<file path="src/rtl/ldoc_consts.vh">
// Constants for the linear regulator control block
`ifndef LDOC_CONSTS_VH
`define LDOC_CONSTS_VH
`define LDOC_NUM_REGS          4
`define LDOC_VCODE_W           6
`define LDOC_VCODE_DEFAULT     6'h18
`define LDOC_DELAY_W           3
`define LDOC_CLK_HZ            20000000
`define LDOC_DELAY_UNIT_MS     2
// One 2 ms delay unit at 20 MHz, sized for the tick counter
`define LDOC_DELAY_UNIT_CYCLES 16'h9c40
`define LDOC_TICK_W            16
`define LDOC_DCNT_W            7
`define LDOC_ST_OFF            2'h0
`define LDOC_ST_WAIT           2'h1
`define LDOC_ST_ON             2'h2
`endif

</file>
<file path="src/rtl/ldoc_sync.v">
// Three-stage input synchroniser with agreement filter
`default_nettype none
module ldoc_sync
(
  input  wire REF_CLK_IN,
  input  wire RST_IN,
  input  wire d_in,
  output reg  q_out
);
  reg s1_reg;
  reg s2_reg;
  reg s3_reg;

  always @(posedge REF_CLK_IN or posedge RST_IN)
  begin
    if (RST_IN)
    begin
      s1_reg <= 1'b0;
      s2_reg <= 1'b0;
      s3_reg <= 1'b0;
      q_out  <= 1'b0;
    end
    else
    begin
      s1_reg <= d_in;
      s2_reg <= s1_reg;
      s3_reg <= s2_reg;
      if (s2_reg == s3_reg)
        q_out <= s3_reg;
    end
  end
endmodule // ldoc_sync
`default_nettype wire

</file>
<file path="src/rtl/ldoc_top.v">
// Control logic for four linear regulators
`include "ldoc_consts.vh"
`default_nettype none
module ldoc_top
#(
  parameter [`LDOC_TICK_W-1:0] DELAY_UNIT_CYCLES = `LDOC_DELAY_UNIT_CYCLES
)
(
  // Clock and reset
  input  wire                                       REF_CLK_IN,
  input  wire                                       RST_IN,
  // Register-side controls, one bit or field per regulator
  input  wire [`LDOC_NUM_REGS-1:0]                  ON_BIT_IN,
  input  wire [`LDOC_NUM_REGS*`LDOC_VCODE_W-1:0]    OUTPUT_VOLTAGE_CODE_IN,
  input  wire [`LDOC_NUM_REGS*`LDOC_DELAY_W-1:0]    TURN_ON_DELAY_IN,
  input  wire [`LDOC_NUM_REGS-1:0]                  DISCHARGE_ENABLE_IN,
  input  wire [`LDOC_NUM_REGS-1:0]                  LOW_QUIESCENT_SELECT_IN,
  input  wire [`LDOC_NUM_REGS-1:0]                  FAULT_INTERRUPT_ENABLE_IN,
  input  wire [`LDOC_NUM_REGS-1:0]                  POWER_GOOD_READ_IN,
  // Analog comparator inputs, asynchronous
  input  wire [`LDOC_NUM_REGS-1:0]                  OUTPUT_IN_REG_IN,
  // Regulator controls
  output reg  [`LDOC_NUM_REGS-1:0]                  REG_ENABLE_OUT,
  output reg  [`LDOC_NUM_REGS*`LDOC_VCODE_W-1:0]    OUTPUT_VOLTAGE_CODE_OUT,
  output reg  [`LDOC_NUM_REGS-1:0]                  DISCHARGE_ON_OUT,
  output reg  [`LDOC_NUM_REGS-1:0]                  LOW_QUIESCENT_OUT,
  // Status
  output reg  [`LDOC_NUM_REGS-1:0]                  POWER_GOOD_OUT,
  output reg                                        INTERRUPT_REQUEST_N_OUT
);

  ////////////////////////////////////////////////////////////////////////////
  // Delay code to count of 2 ms ticks
  function [`LDOC_DCNT_W-1:0] delay_ticks;
    input [`LDOC_DELAY_W-1:0] code;
    begin
      if (code == 3'h0)
        delay_ticks = 7'h00;
      else
        delay_ticks = 7'h01 << (code - 3'h1);
    end
  endfunction

  ////////////////////////////////////////////////////////////////////////////
  // On-bit edge decode
  function rise_seen;
    input on_now;
    input on_prev;
    begin
      rise_seen = on_now & ~on_prev;
    end
  endfunction

  function fall_seen;
    input on_now;
    input on_prev;
    begin
      fall_seen = ~on_now & on_prev;
    end
  endfunction

  ////////////////////////////////////////////////////////////////////////////
  // Enable for the next cycle, shared so discharge never overlaps enable
  function enable_next;
    input                  en_now;
    input [1:0]            state;
    input [`LDOC_DCNT_W:0] cnt;
    input                  on_now;
    input                  on_prev;
    begin
      if (fall_seen(on_now, on_prev))
        enable_next = 1'b0;
      else if (state == `LDOC_ST_WAIT && cnt == 8'h00)
        enable_next = 1'b1;
      else
        enable_next = en_now;
    end
  endfunction

  ////////////////////////////////////////////////////////////////////////////
  // Synchronise the power-good comparators
  wire [`LDOC_NUM_REGS-1:0] good_sync;
  genvar g;
  generate
    for (g = 0; g < `LDOC_NUM_REGS; g = g + 1)
    begin : gen_sync
      ldoc_sync u_sync
      (
        .REF_CLK_IN (REF_CLK_IN),
        .RST_IN     (RST_IN),
        .d_in       (OUTPUT_IN_REG_IN[g]),
        .q_out      (good_sync[g])
      );
    end
  endgenerate

  ////////////////////////////////////////////////////////////////////////////
  // Shared 2 ms tick
  reg [`LDOC_TICK_W-1:0] tick_cnt_reg;
  reg                    tick_reg;

  always @(posedge REF_CLK_IN or posedge RST_IN)
  begin
    if (RST_IN)
    begin
      tick_cnt_reg <= 16'h0000;
      tick_reg     <= 1'b0;
    end
    else if (tick_cnt_reg == DELAY_UNIT_CYCLES - 16'h0001)
    begin
      tick_cnt_reg <= 16'h0000;
      tick_reg     <= 1'b1;
    end
    else
    begin
      tick_cnt_reg <= tick_cnt_reg + 16'h0001;
      tick_reg     <= 1'b0;
    end
  end

  ////////////////////////////////////////////////////////////////////////////
  // Per-regulator sequencing and fault state
  reg [`LDOC_NUM_REGS-1:0] on_prev_reg;
  reg [1:0]                state_reg [0:`LDOC_NUM_REGS-1];
  reg [`LDOC_DCNT_W:0]     dcnt_reg  [0:`LDOC_NUM_REGS-1];
  reg [`LDOC_NUM_REGS-1:0] pend_reg;
  reg [`LDOC_NUM_REGS-1:0] read_seen_reg;
  integer i;

  always @(posedge REF_CLK_IN or posedge RST_IN)
  begin
    if (RST_IN)
    begin
      on_prev_reg             <= {`LDOC_NUM_REGS{1'b0}};
      pend_reg                <= {`LDOC_NUM_REGS{1'b0}};
      read_seen_reg           <= {`LDOC_NUM_REGS{1'b0}};
      REG_ENABLE_OUT          <= {`LDOC_NUM_REGS{1'b0}};
      DISCHARGE_ON_OUT        <= {`LDOC_NUM_REGS{1'b0}};
      LOW_QUIESCENT_OUT       <= {`LDOC_NUM_REGS{1'b0}};
      POWER_GOOD_OUT          <= {`LDOC_NUM_REGS{1'b0}};
      OUTPUT_VOLTAGE_CODE_OUT <= {`LDOC_NUM_REGS{`LDOC_VCODE_DEFAULT}};
      INTERRUPT_REQUEST_N_OUT <= 1'b1;
      for (i = 0; i < `LDOC_NUM_REGS; i = i + 1)
      begin
        state_reg[i] <= `LDOC_ST_OFF;
        dcnt_reg[i]  <= 8'h00;
      end
    end
    else
    begin
      on_prev_reg <= ON_BIT_IN;
      OUTPUT_VOLTAGE_CODE_OUT <= OUTPUT_VOLTAGE_CODE_IN;
      LOW_QUIESCENT_OUT <= LOW_QUIESCENT_SELECT_IN;
      POWER_GOOD_OUT <= good_sync & REG_ENABLE_OUT;
      for (i = 0; i < `LDOC_NUM_REGS; i = i + 1)
      begin
        case (state_reg[i])
          `LDOC_ST_OFF:
          begin
            if (rise_seen(ON_BIT_IN[i], on_prev_reg[i]))
            begin
              dcnt_reg[i]  <= {1'b0, delay_ticks(TURN_ON_DELAY_IN[i*3 +: 3])};
              state_reg[i] <= `LDOC_ST_WAIT;
            end
          end
          `LDOC_ST_WAIT:
          begin
            if (fall_seen(ON_BIT_IN[i], on_prev_reg[i]))
              state_reg[i] <= `LDOC_ST_OFF;
            else if (dcnt_reg[i] == 8'h00)
              state_reg[i] <= `LDOC_ST_ON;
            else if (tick_reg)
              dcnt_reg[i] <= dcnt_reg[i] - 8'h01;
          end
          `LDOC_ST_ON:
          begin
            if (fall_seen(ON_BIT_IN[i], on_prev_reg[i]))
              state_reg[i] <= `LDOC_ST_OFF;
          end
          default:
            state_reg[i] <= `LDOC_ST_OFF;
        endcase
        REG_ENABLE_OUT[i] <= enable_next(REG_ENABLE_OUT[i], state_reg[i], dcnt_reg[i],
                                         ON_BIT_IN[i], on_prev_reg[i]);
        DISCHARGE_ON_OUT[i] <= DISCHARGE_ENABLE_IN[i] &&
                               !enable_next(REG_ENABLE_OUT[i], state_reg[i], dcnt_reg[i],
                                            ON_BIT_IN[i], on_prev_reg[i]);
        if (FAULT_INTERRUPT_ENABLE_IN[i] && REG_ENABLE_OUT[i] && !good_sync[i])
        begin
          pend_reg[i] <= 1'b1;
          // A fresh fault forgets old reads, even one in its first cycle; later reads count
          if (!pend_reg[i])
            read_seen_reg[i] <= 1'b0;
          else if (POWER_GOOD_READ_IN[i])
            read_seen_reg[i] <= 1'b1;
        end
        else if (pend_reg[i])
        begin
          if (POWER_GOOD_READ_IN[i])
            read_seen_reg[i] <= 1'b1;
          if ((read_seen_reg[i] || POWER_GOOD_READ_IN[i]) &&
              (!REG_ENABLE_OUT[i] || good_sync[i]))
          begin
            pend_reg[i]      <= 1'b0;
            read_seen_reg[i] <= 1'b0;
          end
        end
      end
      INTERRUPT_REQUEST_N_OUT <= ~(|(pend_reg & FAULT_INTERRUPT_ENABLE_IN));
    end
  end
endmodule // ldoc_top
`default_nettype wire

</file>
<file path="config.mk">
export PLATFORM = sky130hd
export DESIGN_NAME = ldoc_top
export DESIGN_NICKNAME = d
export VERILOG_FILES = /design/src/rtl/ldoc_sync.v /design/src/rtl/ldoc_top.v
export VERILOG_INCLUDE_DIRS = /design/src /design/src/rtl
export SDC_FILE = /design/constraint.sdc
export NUM_CORES = 1
export LEC_CHECK = 0
export CAP_MARGIN = 40
export CORE_MARGIN = 2
export CORE_UTILIZATION = 25
export DETAILED_ROUTE_END_ITERATION = 16
export DONT_BUFFER_PORTS = 1
export SYNTH_ARGS = -nofsm -noshare
export SYNTH_HDL_FRONTEND = slang
export SYNTH_SLANG_ARGS = --single-unit
</file>
<file path="constraint.sdc">
create_clock -name REF_CLK_IN -period 4.6 [get_ports REF_CLK_IN]
set_input_delay 0 -clock REF_CLK_IN [delete_from_list [all_inputs] [get_ports REF_CLK_IN]]
set_output_delay 0 -clock REF_CLK_IN [all_outputs]
set_load 0.02 [all_outputs]
</file>
=== Word level (Yosys, flattened, before mapping) ===
Cells that the tools add are included.
Widths: inputs -> output; s select.

* Memories kept: 0
* Bits in read-only memories: 0
* Bits in registers: 126
* Bits in writable memories: 0
* Bits in latches: 0

* Multipliers: 0
* Order comparisons: 0
* Multiplexer cells: 86
* Eq/ne operators: 37
* Shift operators: 4
* Bitwise gates (word level): 19
* Add/sub/neg operators: 9
* Divide/modulo/power cells: 0
* Reduce and logical (&&, ||, !) cells: 69

{| class="wikitable"
|+ Operators with widths
! operator !! number
|-
| $mux 8 || 16
|-
| $pmux 8 s2 || 4
|-
| $mux 1 || 41
|-
| $ne 2x2->1 const B || 20
|-
| $logic_not 8->1 || 4
|-
| $mux 2 || 16
|-
| $sub 8x1->8 const B || 4
|-
| $mux 7 || 4
|-
| $shl 1x3->7 const A || 4
|-
| $pmux 2 s3 || 4
|-
| $logic_and 1x1->1 || 20
|-
| $reduce_and 5->1 || 4
|-
| $add 16x1->16 const B || 1
|-
| $eq 16x16->1 const B || 1
|-
| $mux 16 || 1
|-
| $reduce_bool 2->1 || 8
|-
| $logic_not 1->1 || 12
|-
| $logic_not 3->1 || 4
|-
| $reduce_and 3->1 || 4
|-
| $sub 3x1->3 const B || 4
|-
| $ne 3x3->1 const B || 3
|-
| $not 1->1 || 9
|-
| $and 1x1->1 || 8
|-
| $and 4x4->4 || 2
|-
| 7 further kinds || 26
|}

=== Depth between registers and ports, before layout ===
Gate-level depths: netlist (run 1).

* Depth after elaboration: 6
* Mapped depth: 8
* Mapped depth without buffers: 7

=== By module ===
Synthesis (run 1) repeated with hierarchy kept, for this count alone.

* Cells, all modules: 515
* Area, all modules: 5500.3 um2

{| class="wikitable"
|+ Modules (own cells, without submodules)
! module !! seq. area each (um2) !! area an instance (um2) !! cells an instance !! times used
|-
| ldoc_top || 2763.9 || 5039.8 || 491 || 1
|-
| ldoc_sync || 100.1 || 115.1 || 6 || 4
|}

=== Worst setup path before layout (run 1) ===
No wires, ideal clock.

* Path type: register to register
* Start point: register dcnt_reg[24] in the netlist's numbering
* End point: register dcnt_reg[24] in the netlist's numbering
* Buffers on the path: 1
* Cell stages (with the launch flop): 9
* Arrival: 1678 ps
* Clock period less this slack: 1808 ps
* Setup time: 130 ps
* Path slack: 2792 ps
* Data required time: 4470 ps
* Path through: dfrtp_1 inv_1 ha_1 nor4b_2 and3_4 or3_4 buf_6 mux2i_1 o41ai_2

* Word-level cells in the longest chain between the ends: 5
* Elaborated cells on any way between the ends: 8

{| class="wikitable"
|+ Ends and longest elaborated chain
! element !! line !! text
|-
| start, declared || ldoc_top.v:125 || <nowiki>reg [`LDOC_DCNT_W:0] dcnt_reg [0:`LDOC_NUM_REGS-1];</nowiki>
|-
| start signal, assigned by index || ldoc_top.v:162 || <nowiki>dcnt_reg[i] <= {1'b0, delay_ticks(TURN_ON_DELAY_IN[i*3 +: 3])};</nowiki>
|-
| start signal, assigned by index || ldoc_top.v:173 || <nowiki>dcnt_reg[i] <= dcnt_reg[i] - 8'h01;</nowiki>
|-
| $sub 8x1->8 || ldoc_top.v:173 ||
|-
| $mux 8 || ldoc_top.v:172 || <nowiki>else if (tick_reg)</nowiki>
|-
| $mux 8 || ldoc_top.v:170 || <nowiki>else if (dcnt_reg[i] == 8'h00)</nowiki>
|-
| $mux 8 || ldoc_top.v:168 || <nowiki>if (fall_seen(ON_BIT_IN[i], on_prev_reg[i]))</nowiki>
|-
| $pmux 8 s2 || ldoc_top.v:157 || <nowiki>case (state_reg[i])</nowiki>
|}

Parallel ways exist; a longest one is shown, timed or not. The select of a mux whose other input is x is not followed.
A chain may end at the register's enable or synchronous reset.

=== Worst setup path after layout (run 1) ===
Ends and elaborated chain as after synthesis.

==> out/metrics.yaml, run 1 <==
outcome: "finished clean"
skew_ns: 0.0112
avgSynthCellArea_sq_um: 10.9
synth-async-reset-ratio_pct: 100
netlist.area_leader.share_pct: 53.5
worst_pin_slew_ns: 0.775
worst_slack_ns: 2.15
diodes: 0
largest_register_ffs: 32
ios: 103
syn_inst: 501
hold_path_depth: 4
fmax_ghz: 0.408
start_util_pct: 25.3
drive_gt1_share_pct: 9.06
ys_top_cells_by_count: "dfrtp_1 (117), nor2_1 (61), o21ai_0 (35)"
hold_end: "dcnt_reg[17]$_DFFE_PP0P_"
overflow: 0
period_share_pct: 53.3
slew-limit-headroom_pct: 48.3
power_density_nw_per_um2: 547
clk_path_buf_depth: 2
die_h_um: 152
yosysSeqAreaShare_pct: 57.8
cts_buffers: 17
setup_violations: 0
synth.largest_area_cell: "dfrtp_1"
synth_top_family_by_area: "simple AND/OR/NAND/NOR gates"
fin_nets: 658
dieArea_sq_um: 23100
port_buffers: 0
worstHoldStart: "TURN_ON_DELAY_IN[5]"
placed_area_sq_um: 5780
finalPower_mw: 3.85
fin_area_sq_um: 7030
tns_ns: 0
synthSimpleGateAreaFrac_pct: 19.5
path_buf_inv: 2
crit_fanout: 11
grt_pass1_wl_um: 20200
synth_ff_type: "dfrtp_1"
max-vdd-ir-drop_uv: 226
cp_top_family: "simple AND/OR/NAND/NOR gates"
drt_wl_total_um: 12100
antenna_found_initial: 0
final_antenna_net_count: 0
synth_cell_types: 58
num_rows: 54
r2r_cells: 8
core_sq_um: 21600
crit_chain: "inv_1 > ha_1 > nor4b_2 > and3_4 > or3_4 > mux2i_1 > o41ai_2 > dlygate4sd3_1"
timing.rr.start: "dcnt_reg[24]$_DFFE_PP0P_"
die_x_um: 152
cp_slowest_stage_delay_ns: 0.56
dr_total_vias: 4013
fin_crit_ns: 2.45
drt_iter0_markers: 316
synthMuxAreaShare_pct: 0.732
synth-xor-area-share_pct: 2.24
syn-num-nets: 576
dp_hpwl_um: 7800
worstPathRequired_ns: 4.89
leakage_nw: 2.92
area_delta_synth_final_pct: 28.5
viasPerCell: 4.58
wl_per_cell_um: 13.8
path_class: "reg2reg"
grt_usage_pct: 10.8
crit_path_end_kind: "flop"
synthAdderAreaFrac_pct: 3.70
slew_viol_final: 0
cts_setup_buffers: 0
worst_setup_path_start_kind: "flop"
worstReg2RegEnd: "dcnt_reg[24]$_DFFE_PP0P_"
yosys-top-cells-area: "dfrtp_1 (53%), dfstp_2 (4.3%), nor2_1 (4.2%), o21ai_0 (3.2%), ha_1 (3.0%)"
clock_latency_ns: 0.41
cts_tree: "done"
grt_start_max_net_pins: 86
pre_cts_ws_ns: 2.63
synth-edff-count: 0
synth_area_sq_um: 5470
hold_viol_final: 0
slowest_stage: "dlygate4sd3_1"
arrival_ns: 2.74
synth_seq_cells: 126
yosysWarnings: 0
rsz0062_at_grt: "false"
synth-compound-area-share_pct: 14.0
clock_sinks: 126
first_global_vias: 3982
dr.pass1.iters: 4
cts_root_buf: "clkbuf_16"
regToRegSetupSlack_ns: 2.15
route.detailed.drc: 0
hp-class: "in2reg"
place_congestion: 0.836
maxCapViolations: 0
htree_levels: 4
final_util_pct: 32.5
synth_most_common_cell: "dfrtp_1"
cts.clk_slew.worst_paths_ns: 0.06
[what timing repair did]
item                                   in CTS  in global routing
gates resized for setup                     0                  0
endpoints found under the hold margin     164                  0
setup endpoints to repair                   0                  0
hold buffers                               71                  0
[layout make-up]
type	instances	area (sq um)
fillers	2178	14600
clock inverters	12	91.3
clock buffers	20	447
well taps	280	350
inverters	15	61.3
flip-flops and latches	126	3160
repair buffers	72	718
multi-input cells	351	2200
[report_power, final]
part / switching (mW) / internal, mW / total, mW
combinational: 0.564 / 0.443 / 1.01
sequential: 0.282 / 1.34 / 1.62
clock: 0.515 / 0.706 / 1.22
[worst max-delay path by stage]
stage                                         end                      from  cells after the start
floorplan           DISCHARGE_ON_OUT[0]$_DFF_PP0_                    RST_IN                      1
global placement         dcnt_reg[26]$_DFFE_PP0P_  dcnt_reg[24]$_DFFE_PP0P_                      6
detailed placement       dcnt_reg[26]$_DFFE_PP0P_  dcnt_reg[24]$_DFFE_PP0P_                      6
CTS                      dcnt_reg[24]$_DFFE_PP0P_  dcnt_reg[24]$_DFFE_PP0P_                      8
global route             dcnt_reg[24]$_DFFE_PP0P_  dcnt_reg[24]$_DFFE_PP0P_                      8
finish                   dcnt_reg[24]$_DFFE_PP0P_  dcnt_reg[24]$_DFFE_PP0P_                      8
[worst reg2reg max path, cell delays in order, from the launching register on]
cell,delay (ns)
dfrtp_1,0.39
inv_1,0.10
ha_1,0.21
nor4b_2,0.17
and3_4,0.16
or3_4,0.44
mux2i_1,0.20
o41ai_2,0.09
dlygate4sd3_1,0.56
[kinds of logic after synthesis]
logic type,count (synthesis)
flip-flops,126
XOR/XNOR,14
AO/OA/AOI/OAI,117
AND/OR/NAND/NOR,199
multiplexers,4
adder cells (fa/ha/maj),17
buffers and inverters,24
[cells in the final DEF (no fill, tap or decap), types with 5 or more instances in the layout]
master	synthesis	layout
nor3_1	9	9
clkbuf_16	0	17
o21a_1	5	5
nor2b_1	14	14
a31oi_1	5	5
nor3b_1	6	6
ha_1	13	13
nor2_1	61	61
a21oi_1	24	24
and2_1	5	5
xnor2_1	9	9
nand3b_1	6	6
nand4_1	7	7
and3_1	6	6
dfstp_2	9	9
a22o_1	5	5
o21ai_0	35	35
o22ai_1	7	7
nand2_1	29	29
xor2_1	5	5
nand3_1	15	15
clkinvlp_4	0	5
inv_1	15	14
nor4_1	6	6
nand2b_1	17	17
dfrtp_1	117	117
dlygate4sd3_1	0	71
o22a_1	7	7
[routing by layer]
metal | global-route usage, % | part of all wire (%) | wire length, um
met1 | 13.8 | 47 | 5640
met2 | 17.3 | 48 | 5770
met3 | 3.28 | 4.2 | 503
met4 | 3.69 | 1.3 | 163
met5 | 0 | 0 | 0
[metrics by stage]
step,cells,hold WS (ns)
after global routing,876,0.0504
after CTS,876,0.0108
after global placement,773,0.00454
after floorplan,501,0.00448
final,876,0.0350
after detailed placement,773,0.00454
Power figures use the tool's default switching activity.
==> run 2, diff against run 1 <==
==> constraint.sdc (replaced) <==
create_clock -name REF_CLK_IN -period 2.6 [get_ports REF_CLK_IN]
set_input_delay 0 -clock REF_CLK_IN [delete_from_list [all_inputs] [get_ports REF_CLK_IN]]
set_output_delay 0 -clock REF_CLK_IN [all_outputs]
set_load 0.02 [all_outputs]
==> run 2 against run 1 <==
Compared with the run above: sequential power grew 77%; worst setup slack lost 2.0 ns; final cell count grew 0.46%; hold slack is essentially flat; combinational power grew 79%; sequential share of layout area shrank 0.61 points; critical path type unchanged; critical endpoint unchanged; largest cell class unchanged; largest power group unchanged; highest routed layer unchanged.
==> out/metrics.yaml, run 2 (synthesized netlist as in run 1, its figures left out) <==
tns_ns: 0  # unchanged
drive_gt1_share_pct: 10.0  # was 9.06%
rsz0062_at_grt: "false"  # unchanged
cp_top_family: "simple AND/OR/NAND/NOR gates"  # unchanged
cts_root_buf: "clkbuf_16"  # unchanged
fmax_ghz: 0.415  # was 0.408 GHz
fin_nets: 662  # was 658
path_buf_inv: 2  # unchanged
hp-class: "in2reg"  # unchanged
highest_layer: "met4"  # unchanged
maxCapViolations: 0  # unchanged
crit_fanout: 11  # unchanged
first_global_vias: 4014  # was 3982
die_h_um: 152  # unchanged
multiInputGateArea_sq_um: 2200  # unchanged
finalPower_mw: 7.01  # was 3.85 mW
core_sq_um: 21600  # unchanged
cp_slowest_stage_delay_ns: 0.56  # about the same
overflow: 0  # unchanged
wl_per_cell_um: 13.5  # was 13.8 um
largest_register_ffs: 32  # unchanged
slowest_stage: "dlygate4sd3_1"  # unchanged
hold_path_depth: 4  # unchanged
clk_path_buf_depth: 2  # unchanged
diodes: 0  # unchanged
power_density_nw_per_um2: 984  # was 547 nW/um^2
worstPathRequired_ns: 2.90  # was 4.89 ns
slew-limit-headroom_pct: 51.8  # was 48.3%
period_share_pct: 92.7  # was 53.3%
hold_end: "dcnt_reg[0]$_DFFE_PP0P_"  # was dcnt_reg[17]$_DFFE_PP0P_
dp.cells: 777  # was 773
crit_chain: "inv_1 > ha_1 > nor4b_2 > and3_4 > or3_4 > mux2i_1 > o41ai_2 > dlygate4sd3_1"  # unchanged
leakage_nw: 2.97  # was 2.92 nW
timing.rr.start: "dcnt_reg[24]$_DFFE_PP0P_"  # unchanged
skew_ns: 0.00972  # was 0.0112 ns
r2r_cells: 8  # unchanged
worstHoldStart: "TURN_ON_DELAY_IN[11]"  # was TURN_ON_DELAY_IN[5]
clock_sinks: 126  # unchanged
dr.pass1.iters: 4  # unchanged
route.detailed.drc: 0  # unchanged
dr_total_vias: 4028  # was 4013
fin_hold_ws_ns: 0.0347  # was 0.0350 ns
fin_crit_ns: 2.41  # was 2.45 ns
place_congestion: 0.798  # was 0.836
final-seq-area_sq_um: 3160  # unchanged
cts_buffers: 17  # unchanged
crit_path_end_kind: "flop"  # unchanged
wl_met3_um: 400  # was 503 um
final_common_cell: "dfrtp_1"  # unchanged
final_cell_mix: "dfrtp_1 (117), dlygate4sd3_1 (71), nor2_1 (61)"  # unchanged
wl_met1_um: 5620  # was 5640 um
setup_violations: 0  # unchanged
hold_viol_final: 0  # unchanged
slew_viol_final: 0  # unchanged
start_util_pct: 25.3  # unchanged
regToRegSetupSlack_ns: 0.19  # was 2.15 ns
port_buffers: 0  # unchanged
dp_hpwl_um: 7910  # was 7800 um
drt_iter0_markers: 325  # was 316
grt_usage_pct: 10.8  # about the same
final_antenna_net_count: 0  # unchanged
viasPerCell: 4.58  # about the same
arrival_ns: 2.71  # was 2.74 ns
max-vdd-ir-drop_uv: 367  # was 226 uV
nFillCells: 2136  # was 2178
ios: 103  # unchanged
num_rows: 54  # unchanged
worst_pin_slew_ns: 0.721  # was 0.775 ns
path_class: "reg2reg"  # unchanged
cts.clk_slew.worst_paths_ns: 0.07  # was 0.06 ns
worstReg2RegEnd: "dcnt_reg[24]$_DFFE_PP0P_"  # unchanged
die_x_um: 152  # unchanged
cts_tree: "done"  # unchanged
drt_wl_total_um: 11900  # was 12100 um
antenna_found_initial: 0  # unchanged
layout.cells.non_filler: 880  # was 876
worst_setup_path_start_kind: "flop"  # unchanged
clock_latency_ns: 0.42  # was 0.41 ns
dieArea_sq_um: 23100  # unchanged
grt_start_max_net_pins: 44  # was 86
met2_length_um: 5670  # was 5770 um
grt_pass1_wl_um: 20300  # was 20200 um
area_delta_synth_final_pct: 30.2  # was 28.5%
outcome: "finished clean"  # unchanged
htree_levels: 4  # unchanged
==> run 2: changes by cell type in the layout (fill, tap and decap cells not counted), sizes merged <==
cell and change:
buf +4, clkbuf -3, clkinv -1, inv +4, clkinvlp -1, bufinv +1
==> run 2: how the worst max path moves through the flow <==
stage	startpoint	to	slack (ns)	depth (start not counted)
finish	dcnt_reg[24]$_DFFE_PP0P_	dcnt_reg[24]$_DFFE_PP0P_	0.19	8
global route	dcnt_reg[25]$_DFFE_PP0P_	dcnt_reg[24]$_DFFE_PP0P_	0.06	8
CTS	dcnt_reg[24]$_DFFE_PP0P_	dcnt_reg[24]$_DFFE_PP0P_	0.19	8
detailed placement	dcnt_reg[24]$_DFFE_PP0P_	dcnt_reg[26]$_DFFE_PP0P_	0.68	6
global placement	dcnt_reg[24]$_DFFE_PP0P_	dcnt_reg[26]$_DFFE_PP0P_	0.71	6
floorplan	dcnt_reg[24]$_DFFE_PP0P_	dcnt_reg[24]$_DFFE_PP0P_	0.79	8
==> run 2: report_power, final <==
| part | internal (mW) | switching, mW | leakage [nW] |
|---|---|---|---|
| clock | 1.35 | 0.994 | 0.276 |
| combinational | 0.811 | 1.00 | 1.13 |
| sequential | 2.36 | 0.496 | 1.57 |
==> run 2: per-layer routing <==
layer / global-route usage [%] / up-vias
met2: 16.8 / 89
met4: 4.45 / 0
li1: - / 1968
met3: 3.28 / 20
met1: 14.0 / 1951
met5: 0 / -
==> run 2: through the flow <==
stage | instance area (sq um) | setup slack [ns] | util [%]
final | 7130 | 0.189 | 33.0
after floorplan | 5480 | 0.792 | -
after global routing | 7130 | 0.0637 | 33.0
after detailed placement | 5840 | 0.678 | 27.0
after CTS | 7130 | 0.188 | 33.0
after global placement | 5840 | 0.708 | 27.0
==> run 2: worst reg2reg max path, cell delays in order (launching register included) <==
cell and delay (ns):
dfrtp_1 0.38, inv_1 0.10, ha_1 0.21, nor4b_2 0.17
and3_4 0.16, or3_4 0.43, mux2i_1 0.20, o41ai_2 0.09
dlygate4sd3_1 0.56
==> run 2: final cells by class <==
class                      count  share of cell area, %
clock inverter                15                   2.18
sequential                   126                   44.4
tap                          280                   4.92
multi-input combinational    351                   30.8
inverter                      15                  0.843
clock buffer                  17                   5.97
timing repair buffer          76                   10.8
==> run 2: timing repair <==
item,4_1_cts,5_1_grt
hold buffers,71,0
resized for setup,0,0
setup buffers,0,0
hold endpoints to repair,117,0
